--- src/usb_event_pkg.sv ---
package usb_event_pkg;

  // Register indices; byte address is four times the index
  localparam logic [15:0] STATUS_IDX  = 16'hFFFE;
  localparam logic [15:0] MASK_IDX    = 16'hFFFD;
  localparam logic [15:0] CONTROL_IDX = 16'hFFFC;
  localparam logic [15:0] VECTOR_IDX  = 16'hFFB2;
  localparam int          ADR_W       = 18;

  // Event bit positions in status and mask
  localparam int BUS_RESET_BIT = 7;
  localparam int SUSPEND_BIT   = 6;
  localparam int RESUME_BIT    = 5;
  localparam int SOF_BIT       = 4;
  localparam int PSEUDO_FRAME_START_FLAG_BIT      = 3;
  localparam int SETUP_BIT     = 2;
  localparam int RESERVED_BIT  = 1;
  localparam int OVERWRITE_BIT = 0;

  // Control register bit positions
  localparam int CONNECT_BIT   = 7;
  localparam int FUNC_EN_BIT   = 6;
  localparam int WAKEUP_BIT    = 5;
  localparam int RST_EXT_BIT   = 4;

  // Reset values
  localparam logic [7:0] STATUS_RST  = 8'h00;
  localparam logic [7:0] MASK_RST    = 8'h00;
  localparam logic [7:0] CONTROL_RST = 8'h00;
  localparam logic [7:0] CONTROL_WMASK = 8'hF0;

  // Frame period timing
  localparam int CLK_PERIOD_NS   = 25;
  localparam int FRAME_PERIOD_NS = 1000000;
  localparam int FRAME_CYCLES    = FRAME_PERIOD_NS / CLK_PERIOD_NS;
  localparam int FRAME_CNT_W     = 16;

  // Event strobes from the serial engine and frame logic
  typedef struct packed {
    logic bus_reset;
    logic suspend;
    logic resume;
    logic sof;
    logic frame_locked;
    logic setup_done;
    logic setup_overwrite;
  } usb_events_type;

  // Reset requests toward the rest of the device
  typedef struct packed {
    logic engine;
    logic system;
  } reset_req_type;

endpackage

--- src/usb_event_status.sv ---
`timescale 1ns/1ps
module usb_event_status #(
  parameter int PSEUDO_FRAME_START_FLAG_CYCLES = usb_event_pkg::FRAME_CYCLES
) (
  input  wire logic                          clk_i,
  input  wire logic                          srst_i,
  input  wire logic                          wb_cyc_i,
  input  wire logic                          wb_stb_i,
  input  wire logic                          wb_we_i,
  input  wire logic [usb_event_pkg::ADR_W-1:0] wb_adr_i,
  input  wire logic [3:0]                    wb_sel_i,
  input  wire logic [31:0]                   wb_dat_i,
  output logic      [31:0]                   wb_dat_o,
  output logic                               wb_ack_o,
  input  wire usb_event_pkg::usb_events_type events_i,
  output usb_event_pkg::reset_req_type       reset_req_o,
  output logic                               external_reset_o,
  output logic                               usb_irq_o,
  output logic                               function_enable_o,
  output logic                               bus_connect_o,
  output logic                               remote_wakeup_o
);
  import usb_event_pkg::*;

  // Bus slave state
  // Single-cycle slave: ack, then one idle cycle
  logic        ack_reg;        // Acknowledge
  logic        ack_next;
  logic [31:0] rdata_reg;      // Read data
  logic [31:0] rdata_next;

  // Software registers
  // Only the low byte of each word is backed by flops
  logic [7:0]  mask_reg;       // Interrupt mask
  logic [7:0]  mask_next;
  logic [7:0]  control_reg;    // USB control
  logic [7:0]  control_next;

  // Outputs held in flops
  // Registered so no output glitches on a decode
  logic        irq_reg;
  logic        irq_next;
  logic        engine_rst_reg;
  logic        engine_rst_next;
  logic        system_rst_reg;
  logic        system_rst_next;

  // Pseudo frame timer
  // Counter wide enough for a full period at 40 MHz
  logic [FRAME_CNT_W-1:0] frame_cnt_reg;
  logic [FRAME_CNT_W-1:0] frame_cnt_next;
  logic                   pseudo_frame_start_flag_reg;   // One-cycle pseudo start
  logic                   pseudo_frame_start_flag_next;

  // Decoded bus terms
  // Combinational terms, rebuilt every cycle
  logic        req;            // Request present
  logic        commit;         // Edge at which master sees ack
  logic        wr_lane0;       // Low byte written
  logic [15:0] index;          // Word index
  logic        vector_wr;      // Clearing write
  logic [7:0]  set_vec;        // Event set strobes
  logic [7:0]  status;         // Flag image
  logic        ext_en;         // Reset extension enabled
  logic        bus_rst;        // Host reset level

  // Last count of one pseudo frame period
  localparam logic [FRAME_CNT_W-1:0] PSEUDO_FRAME_START_FLAG_LAST =
    FRAME_CNT_W'(PSEUDO_FRAME_START_FLAG_CYCLES - 1);

  // Address decode and write commit
  // Writes land on the edge where the master samples ack high,
  // so a master that holds its request past ack writes again at the next ack
  always_comb begin
    // Request seen while cycle and strobe both stand
    req       = wb_cyc_i && wb_stb_i;
    // Commit only while ack stands for this request
    commit    = req && ack_reg;
    // Only the low byte lane carries register data
    wr_lane0  = commit && wb_we_i && wb_sel_i[0];
    index     = wb_adr_i[ADR_W-1:2];
    // Any low byte write to the vector index clears flags
    vector_wr = wr_lane0 && (index == VECTOR_IDX);
    // Extension enable read straight from control
    ext_en    = control_reg[RST_EXT_BIT];
    // Host reset arrives as a level
    bus_rst   = events_i.bus_reset;
  end

  // Event set strobes per status bit
  // A level held on an input sets its flag again each cycle
  always_comb begin
    set_vec                = 8'h00;
    // Bit 1 keeps its zero strobe
    // bus reset flag
    set_vec[BUS_RESET_BIT] = bus_rst;
    set_vec[SUSPEND_BIT]   = events_i.suspend;
    set_vec[RESUME_BIT]    = events_i.resume;
    set_vec[SOF_BIT]       = events_i.sof;
    set_vec[PSEUDO_FRAME_START_FLAG_BIT]      = pseudo_frame_start_flag_reg;
    set_vec[SETUP_BIT]     = events_i.setup_done;
    set_vec[OVERWRITE_BIT] = events_i.setup_overwrite;
  end

  // Sticky flags, one cell per used bit
  // Bit 1 has no cell, so it can never read back as one
  genvar i;
  generate
    for (i = 0; i < 8; i++) begin : g_flag
      if (i == RESERVED_BIT) begin : g_rsv
        assign status[i] = 1'b0;
      end else begin : g_cell
        event_flag_cell #(
          .RESET_VAL (STATUS_RST[i])
        ) u_cell (
          .clk_i   (clk_i),
          .srst_i  (srst_i),
          .set_i   (set_vec[i]),
          .clear_i (vector_wr),
          .flag_o  (status[i])
        );
      end
    end
  endgenerate

  // Pseudo frame timer next state
  // Counts clocks since the last host start, bus reset or wrap;
  // a host start restarts the count, so pseudo starts never
  // crowd a real one
  always_comb begin
    frame_cnt_next = frame_cnt_reg;
    pseudo_frame_start_flag_next      = 1'b0;
    if (bus_rst || events_i.sof) begin
      frame_cnt_next = '0;
    end else if (frame_cnt_reg == PSEUDO_FRAME_START_FLAG_LAST) begin
      // one period elapsed
      // Wrap restarts the period
      frame_cnt_next = '0;
      pseudo_frame_start_flag_next      = !events_i.frame_locked;
    end else begin
      // Still inside the current frame
      frame_cnt_next = frame_cnt_reg + 1'b1;
    end
  end

  // Pseudo frame timer registers
  // Strobe is registered, so bit 3 sets one cycle after the wrap edge
  always_ff @(posedge clk_i) begin
    if (srst_i) begin
      frame_cnt_reg <= '0;
      pseudo_frame_start_flag_reg      <= 1'b0;
    end else begin
      frame_cnt_reg <= frame_cnt_next;
      pseudo_frame_start_flag_reg      <= pseudo_frame_start_flag_next;
    end
  end

  // Mask and control next values
  always_comb begin
    mask_next    = mask_reg;
    control_next = control_reg;
    if (wr_lane0 && index == MASK_IDX) begin
      mask_next = wb_dat_i[7:0];
      // Reserved mask bit never stores a one
      mask_next[RESERVED_BIT] = 1'b0;
    end
    // Control keeps bits 7:4 only; the low nibble reads zero
    if (wr_lane0 && index == CONTROL_IDX) begin
      control_next = wb_dat_i[7:0] & CONTROL_WMASK;
    end
    // Host reset outranks a software write in the same cycle
    if (bus_rst) begin
      control_next[FUNC_EN_BIT] = 1'b0;
      if (ext_en) begin
        mask_next                = MASK_RST;
        // Wakeup request drops with the mask; connect and extension bits keep their values
        control_next[WAKEUP_BIT] = 1'b0;
      end
      control_next[RST_EXT_BIT] = control_reg[RST_EXT_BIT];
      control_next[CONNECT_BIT] = control_reg[CONNECT_BIT];
    end
  end

  // Mask and control registers
  // Device reset clears both; host reset is handled above
  always_ff @(posedge clk_i) begin
    if (srst_i) begin
      mask_reg    <= MASK_RST;
      control_reg <= CONTROL_RST;
    end else begin
      mask_reg    <= mask_next;
      control_reg <= control_next;
    end
  end

  // Interrupt and reset request next values
  // Flags and mask are flops, so irq trails them by a cycle
  // Engine request follows the host reset level; system request follows it only with extension enabled
  always_comb begin
    irq_next        = |(status & mask_reg);
    engine_rst_next = bus_rst;
    system_rst_next = bus_rst && ext_en;
  end

  // Interrupt and reset request registers
  // External reset mirrors the system request flop
  always_ff @(posedge clk_i) begin
    if (srst_i) begin
      irq_reg        <= 1'b0;
      engine_rst_reg <= 1'b0;
      system_rst_reg <= 1'b0;
    end else begin
      irq_reg        <= irq_next;
      engine_rst_reg <= engine_rst_next;
      system_rst_reg <= system_rst_next;
    end
  end

  // Bus answer: ack one cycle after request, then drop
  // Read data is latched at the request edge and held
  always_comb begin
    // Ack rises for a new request, falls the cycle after
    ack_next   = req && !ack_reg;
    rdata_next = rdata_reg;
    if (req && !ack_reg) begin
      case (index)
        STATUS_IDX:  rdata_next = {24'h000000, status};
        MASK_IDX:    rdata_next = {24'h000000, mask_reg};
        CONTROL_IDX: rdata_next = {24'h000000, control_reg};
        // Unmapped and write-only indices read zero
        default:     rdata_next = 32'h00000000;
      endcase
    end
  end

  // Bus answer registers
  // Read data holds until the next request
  always_ff @(posedge clk_i) begin
    if (srst_i) begin
      ack_reg   <= 1'b0;
      rdata_reg <= 32'h00000000;
    end else begin
      ack_reg   <= ack_next;
      rdata_reg <= rdata_next;
    end
  end

  // Output drive
  // External reset and the system request share the one system flop
  assign wb_ack_o           = ack_reg;
  assign wb_dat_o           = rdata_reg;
  assign usb_irq_o          = irq_reg;
  assign reset_req_o.engine = engine_rst_reg;
  assign reset_req_o.system = system_rst_reg;
  assign external_reset_o   = system_rst_reg;
  assign function_enable_o  = control_reg[FUNC_EN_BIT];
  assign bus_connect_o      = control_reg[CONNECT_BIT];
  assign remote_wakeup_o    = control_reg[WAKEUP_BIT];

endmodule // usb_event_status

--- src/event_flag_cell.sv ---
`timescale 1ns/1ps
// Sticky event flag: a set in the clearing cycle wins
module event_flag_cell #(
  parameter logic RESET_VAL = 1'b0
) (
  input  wire logic clk_i,
  input  wire logic srst_i,
  input  wire logic set_i,
  input  wire logic clear_i,
  output logic      flag_o
);

  logic flag_reg;   // Held flag
  logic flag_next;  // Next flag value

  // Set beats clear so no event is lost
  always_comb begin
    flag_next = flag_reg;
    if (clear_i) begin
      flag_next = 1'b0;
    end
    if (set_i) begin
      flag_next = 1'b1;
    end
  end

  // Flag storage
  always_ff @(posedge clk_i) begin
    if (srst_i) begin
      flag_reg <= RESET_VAL;
    end else begin
      flag_reg <= flag_next;
    end
  end

  assign flag_o = flag_reg;

endmodule // event_flag_cell

--- config.mk ---
export PLATFORM = sky130hd
export DESIGN_NAME = usb_event_status
export DESIGN_NICKNAME = d
export VERILOG_FILES = /design/src/usb_event_pkg.sv /design/src/usb_event_status.sv /design/src/event_flag_cell.sv
export SDC_FILE = /design/constraint.sdc
export NUM_CORES = 1
export LEC_CHECK = 0
export BUFFER_PORTS_ARGS = -buffer_cell sky130_fd_sc_hd__buf_2
export CAP_MARGIN = 20
export CELL_PAD_IN_SITES_DETAIL_PLACEMENT = 0
export CELL_PAD_IN_SITES_GLOBAL_PLACEMENT = 2
export CORE_MARGIN = 1.5
export CORE_UTILIZATION = 28
export CTS_CLUSTER_SIZE = 8
export DETAILED_ROUTE_END_ITERATION = 8
export GPL_ROUTABILITY_DRIVEN = 0
export GPL_TIMING_DRIVEN = 0
export HOLD_SLACK_MARGIN = 0.1
export PLACE_DENSITY = 0.89
export SYNTH_ARGS = -nofsm -noshare
export SYNTH_HDL_FRONTEND = slang
export SYNTH_SLANG_ARGS = --single-unit
export TNS_END_PERCENT = 5
--- constraint.sdc ---
create_clock -name clk_i -period 3.96 [get_ports clk_i]
set_clock_uncertainty 0.15 [all_clocks]
set_input_delay 0.396 -clock clk_i [delete_from_list [all_inputs] [get_ports clk_i]]
set_output_delay 0.396 -clock clk_i [all_outputs]
set_load 0.02 [all_outputs]
==> results.toml, run 1 <==
[outcome]
status = "completed"

[clocking]
cts_sinks = 48
cts_resized = 0
cts_setup_buffers = 0
cts_buffers = 5
worstSkewPairLatency_ns = 0.31
root_buffer = "clkbuf_8"
path_clk_slew_ns = 0.10
cts_buffer_depth = 2
htree_num_levels = 2
cts_tree = "yes"
ctsHoldBuffers = 0

[power]
p_comb_share_pct = 11.4
switching_power_uw = 249
ir_drop_uv = 130
switching_share_pct = 27.5
power.internal_uw = 655
p_clk_share_pct = 34.1
pwr-share-seq_pct = 54.6
pwr_density_cell_nw_per_um2 = 310
p_leak_uw = 0.00116
power_uw = 904

[synthesis]
syn_area_um2 = 2360
synth_top_flop_cell = "dfxtp_1"
syn_area_per_cell_um2 = 8.80
synth-edff-count = 0
synth_cell_types = 43
ys_warn_count = 0
async_reset_ff_share_pct = 0
syn_inst = 268
yosysSeqAreaShare_pct = 40.8
ys_seq_elements = 48

[final_layout]
antenna_cells = 0
final_nets = 415
drive_gt1_share_pct = 27.2
largest_reg_flops = 16
area_growth_pct = 23.8

[drt]
wire_per_inst_um = 12.8
vias = 2098
vias_per_cell = 4.62
drc = 0
ant_nets = 0
wirelength_um = 5800
drtPass1Iterations = 4
drtIter0Drc = 63

[sta]
slew_viol_final = 0
max_freq_ghz = 0.458
rsz0062_at_grt = "false"
fin_crit_ns = 2.18
setup_violations = 0
hold_viol = 0
tightest_slew_ns = 0.884
maxSlewHeadroom_pct = 40.5
period_share_pct = 55.1
fin_setup_tns_ns = 0

[global_route]
antenna_found_initial = 0
first_global_vias = 1911
track_usage_pct = 13.2
grt_max_degree = 17
grt_pass1_wl_um = 9080
grt-ovfl-total = 0

[run]
cap_violations = 0

[setup_path]
required_ns = 4.01
r2r_end = "frame_cnt_reg[11]"
critPathMaxFanout = 10
r2r_slack_ns = 1.78
r2r-start = "frame_cnt_reg[0]"
cp-start-kind = "flip-flop"
cp-end-kind = "flip-flop"
criticalPathCategory = "reg -> reg"
cp.arrival_ns = 2.23
reg2regPathDepth = 6

[min_path]
min_to = "mask_reg[2]"
worstHoldPathCells = 3
hp-start = "wb_dat_i[2]"
hold_class = "in -> reg"

[floorplanning]
initial_core_util_pct = 28.8
die-area_um2 = 8980
core_um2 = 8180
pin_count = 106
die_height_um = 94.8
die_w_um = 94.8
num_rows = 33

[placement]
dp_hpwl_um = 4420
numPortBuffers = 50
synth_stat cells, drive strengths merged (5+ instances only):
cell type  count  share of area (%)
dfxtp         48                 41
nand2         14                2.2
xor2           7                2.6
and4           5                1.9
clkbuf         7                1.2
mux2i          6                2.5
nand3         11                2.5
o21ai         14                3.0
a311oi         7                2.6
a21oi         12                2.5
nand2b         5                1.3
nor2          37                5.9
nand4         19                5.3
xnor2          7                2.6
buf           29                8.9
a22o           7                2.6
nor3           6                1.3
power by group through the flow:
stage,clock network [µW],logic [µW],registers [µW]
2_1_floorplan,0,67.9,503
3_3_place_gp,0,101,505
4_1_cts,320,102,493
3_5_place_dp,0,102,505
5_1_grt,337,112,494
6_report,308,103,493
how the worst max path moves through the flow:
stage,start,depth (start not counted),slack (ns),end
5_1_grt,frame_cnt_reg[0],6,1.59,frame_cnt_reg[10]
6_report,frame_cnt_reg[0],6,1.78,frame_cnt_reg[11]
3_3_place_gp,frame_cnt_reg[0],6,1.78,frame_cnt_reg[10]
4_1_cts,frame_cnt_reg[0],6,1.77,frame_cnt_reg[12]
3_5_place_dp,frame_cnt_reg[0],6,1.79,frame_cnt_reg[12]
2_1_floorplan,wb_adr_i[13],4,2.14,wb_dat_o[4]
cells by family after synthesis:
| group | synth area share, % |
|---|---|
| other | 0.159 |
| xor gates and xnor gates | 5.20 |
| DFF | 40.8 |
| AOI/OAI and AO/OA | 13.9 |
| muxes | 2.55 |
| buffers and inverters | 10.4 |
| adders and majority gates | 0.531 |
| and+or+nand+nor | 26.6 |
placed cells by master (no fill, tap or decap), types with 6 or more instances in the layout:
master    instances
a21oi_1          12
a22o_1            7
a311oi_1          7
buf_2            52
buf_4            26
clkbuf_1          6
conb_1           24
dfxtp_1          48
mux2i_1           6
nand2_1          14
nand3_1          10
nand4_1          18
nor2_1           37
nor3_1            6
o21ai_0          11
xnor2_1           7
xor2_1            7
worst max-delay path, cell delays in order, from the launching register on:
cell and delay [ns]:
dfxtp_1 0.38, ha_1 0.22, and4_1 0.33, nand2_1 0.14
o21ai_1 0.46, buf_2 0.32, nor2_1 0.07
layer usage:
metal  GRT usage, %  share of wire (%)  vias up
met5              0                  0        -
met1           16.9                 45      952
met2           21.1                 47       60
met3           2.90                5.7       10
li1               -                  -     1076
met4           5.60                2.0        0
metrics by stage:
step | hold WS, ns | setup slack [ns] | util [%] | instances | area [µm²]
2_1_floorplan | 0.280 | 2.14 | - | 291 | 2440
3_3_place_gp | 0.286 | 1.78 | 34.6 | 446 | 2830
6_report | 0.179 | 1.78 | 35.7 | 454 | 2920
5_1_grt | 0.190 | 1.59 | 35.7 | 454 | 2920
4_1_cts | 0.170 | 1.77 | 35.7 | 454 | 2920
3_5_place_dp | 0.295 | 1.79 | 34.6 | 446 | 2830
final cells by class:
class / count / area (µm²)
Tap cell: 105 / 131
Buffer: 36 / 236
Inverter: 2 / 7.51
Sequential cell: 48 / 961
Clock inverter: 3 / 23.8
Fill cell: 885 / 5260
Timing Repair Buffer: 50 / 250
Clock buffer: 5 / 68.8
Multi-Input combinational cell: 205 / 1240
(Power assumes the default switching activity.)
==> inputs of run 2 (changes only) <==
- ABC_AREA: default -> 1
- CORE_UTILIZATION: 28 -> 22
- PLACE_DENSITY: 0.89 -> 0.78
- clock period: 3.96 -> 2 ns (I/O delays scaled with it)
==> run 2 against run 1 <==
Non-clock buffer count rose by 10. Register-to-register slack got worse by 1.4 ns. Critical path depth fell by 1. Cell count rose by 25%. Die area rose by 30%. First-iteration DRC count fell by 3.2%. Sequential cell count did not move.
==> results.toml, run 2 <==
[outcome]
status = "completed"

[synthesis]
synthTopCellsByCount = "nand2_1, dfxtp_1, nor2_1"
netlist.area_leader.share_pct = 39.5
synth_top_flop_cell = "dfxtp_1"
synth_area_leaders = "dfxtp_1, nand2_1, buf_4"
syn_inst = 328
syn_area_um2 = 2430
synth_area_leader_cell = "dfxtp_1"
ys_warn_count = 0
ys_seq_elements = 48
syn_area_per_cell_um2 = 7.41
synth_most_common_cell = "nand2_1"
yosysSeqAreaShare_pct = 39.5
synth_cell_types = 37
synth-edff-count = 0
async_reset_ff_share_pct = 0

[power]
pwr_density_cell_nw_per_um2 = 563
ir_drop_uv = 289
p_leak_uw = 0.00147

[sta]
tightest_slew_ns = 0.646
fin_setup_tns_ns = 0
max_freq_ghz = 0.603
setup_ws_ns = 0.342
fin_crit_ns = 1.66
slew_viol_final = 0
setup_violations = 0
hold_viol = 0
rsz0062_at_grt = "false"
maxSlewHeadroom_pct = 56.9
period_share_pct = 82.9

[floorplanning]
pin_count = 106
core_um2 = 10800
num_rows = 38
die_w_um = 108
die_height_um = 108
initial_core_util_pct = 22.5
die-area_um2 = 11700

[setup_path]
r2r_end = "frame_cnt_reg[14]"
criticalPathCategory = "in -> reg"
r2r-start = "frame_cnt_reg[0]"
r2r_slack_ns = 0.36
critPathMaxFanout = 9
cp.arrival_ns = 1.75
required_ns = 2.09
cp-start-kind = "primary input"
reg2regPathDepth = 8
setup.worst_path.end = "control_reg[5]"
cp-end-kind = "flip-flop"
crit_start = "events_i[6]"

[clocking]
htree_num_levels = 2
root_buffer = "clkbuf_8"
cts_sinks = 48
path_clk_slew_ns = 0.09
cts_buffers = 5
cts_resized = 0
worstSkewPairLatency_ns = 0.30
cts_setup_buffers = 0
cts_buffer_depth = 2
cts_tree = "yes"

[global_route]
track_usage_pct = 10.3
antenna_found_initial = 0
use_met2_pct = 18.4
grt_use_met1_pct = 12.8
grt-ovfl-total = 0
first_global_vias = 2087
grt_max_degree = 16
grtUsageMet3_pct = 2.41
busiest_layer = "met2"
grt_pass1_wl_um = 9530

[final_layout]
fill_cells = 1196
final_nets = 492
instances_no_fill = 566
seq_area_um2 = 961
largest_reg_flops = 16
layout_common_cells = "nand2_1, buf_2, dfxtp_1, nor2_1, buf_4"
antenna_cells = 0
drive_gt1_share_pct = 29.3
final_common_cell = "nand2_1"
multiInputGateArea_um2 = 1230
final_core_util_pct = 29.7
area_growth_pct = 31.9

[drt]
drc = 0
drtPass1Iterations = 4
wire_per_inst_um = 10.1
ant_nets = 0
drtIter0Drc = 61
vias = 2180
vias_per_cell = 3.85
wirelength_um = 5720

[placement]
numPortBuffers = 51
dp.cells = 542
dp_hpwl_um = 4550
place_ws_ns = 0.358

[run]
cap_violations = 0

[min_path]
hold_class = "in -> reg"
-- run 2: cell types whose count changed after synthesis, sizes merged, moves of 7 or more --
| cell | change |
|---|---|
| nand2 | +71 |
| nor2 | +20 |
| a21oi | +12 |
| a311oi | -7 |
| inv | +26 |
| nand4 | -16 |
-- run 2: power breakdown --
group / leakage, µW / total (µW) / switching (µW) / internal, µW
Clock: 0.0000434 / 620 / 340 / 280
Combinational: 0.00104 / 207 / 110 / 96.7
Sequential: 0.000389 / 977 / 9.10 / 968
Total: 0.00147 / 1800 / 459 / 1350
-- run 2: metal layers --
layer  share of wire (%)  vias up
met1                  45      949
li1                    -     1186
met5                   0        -
met4                0.70        0
met3                 4.8        6
met2                  49       39
-- run 2: worst min-delay path by stage --
stage / startpoint / to / slack (ns) / depth (start not counted)
after floorplan: events_i[2] / pseudo_frame_start_flag_reg / 0.12 / 1
after global placement: events_i[2] / pseudo_frame_start_flag_reg / 0.25 / 2
after detailed placement: events_i[2] / pseudo_frame_start_flag_reg / 0.25 / 2
after CTS: wb_stb_i / wb_dat_o[4] / 0.21 / 5
after global routing: wb_stb_i / wb_dat_o[1] / 0.24 / 4
final: wb_stb_i / wb_dat_o[4] / 0.22 / 5
-- run 2: critical path: stages --
cell and delay, ns:
dlygate4sd3_1 0.54, buf_2 0.14, a21oi_1 0.53, o21ai_0 0.21, nor2_1 0.12
-- run 2: layout make-up --
class	count	share of cell area, %
Buffer	29	6.60
Inverter	30	3.59
Timing Repair Buffer	67	13.0
Clock inverter	2	0.469
Tap cell	140	5.47
Clock buffer	6	2.58
Multi-Input combinational cell	244	38.3
Sequential cell	48	30.0
-- run 2: cell families (layout without fill, tap and decap cells) --
family	after synthesis	in the layout	synth area share [%]
simple gates	176	176	36.3
buf+inv	59	134	13.4
compound gates	39	39	8.65
flops	48	48	39.5
fa+ha+maj	1	1	0.515
xor+xnor	4	4	1.44
other cells	1	24	0.154
-- run 2: timing repair --
item / 4_1_cts / 5_1_grt
hold buffers: 16 / 0
hold endpoints to repair: 19 / 0
setup endpoints to repair: 0 / 0
-- run 2: per-stage QoR --
step           total power [µW]  cell area, µm²  hold WS, ns
2_1_floorplan              1120            2520        0.120
3_3_place_gp               1180            2950        0.250
3_5_place_dp               1180            2950        0.255
4_1_cts                    1830            3200        0.214
5_1_grt                    1900            3200        0.241
6_report                   1800            3200        0.220
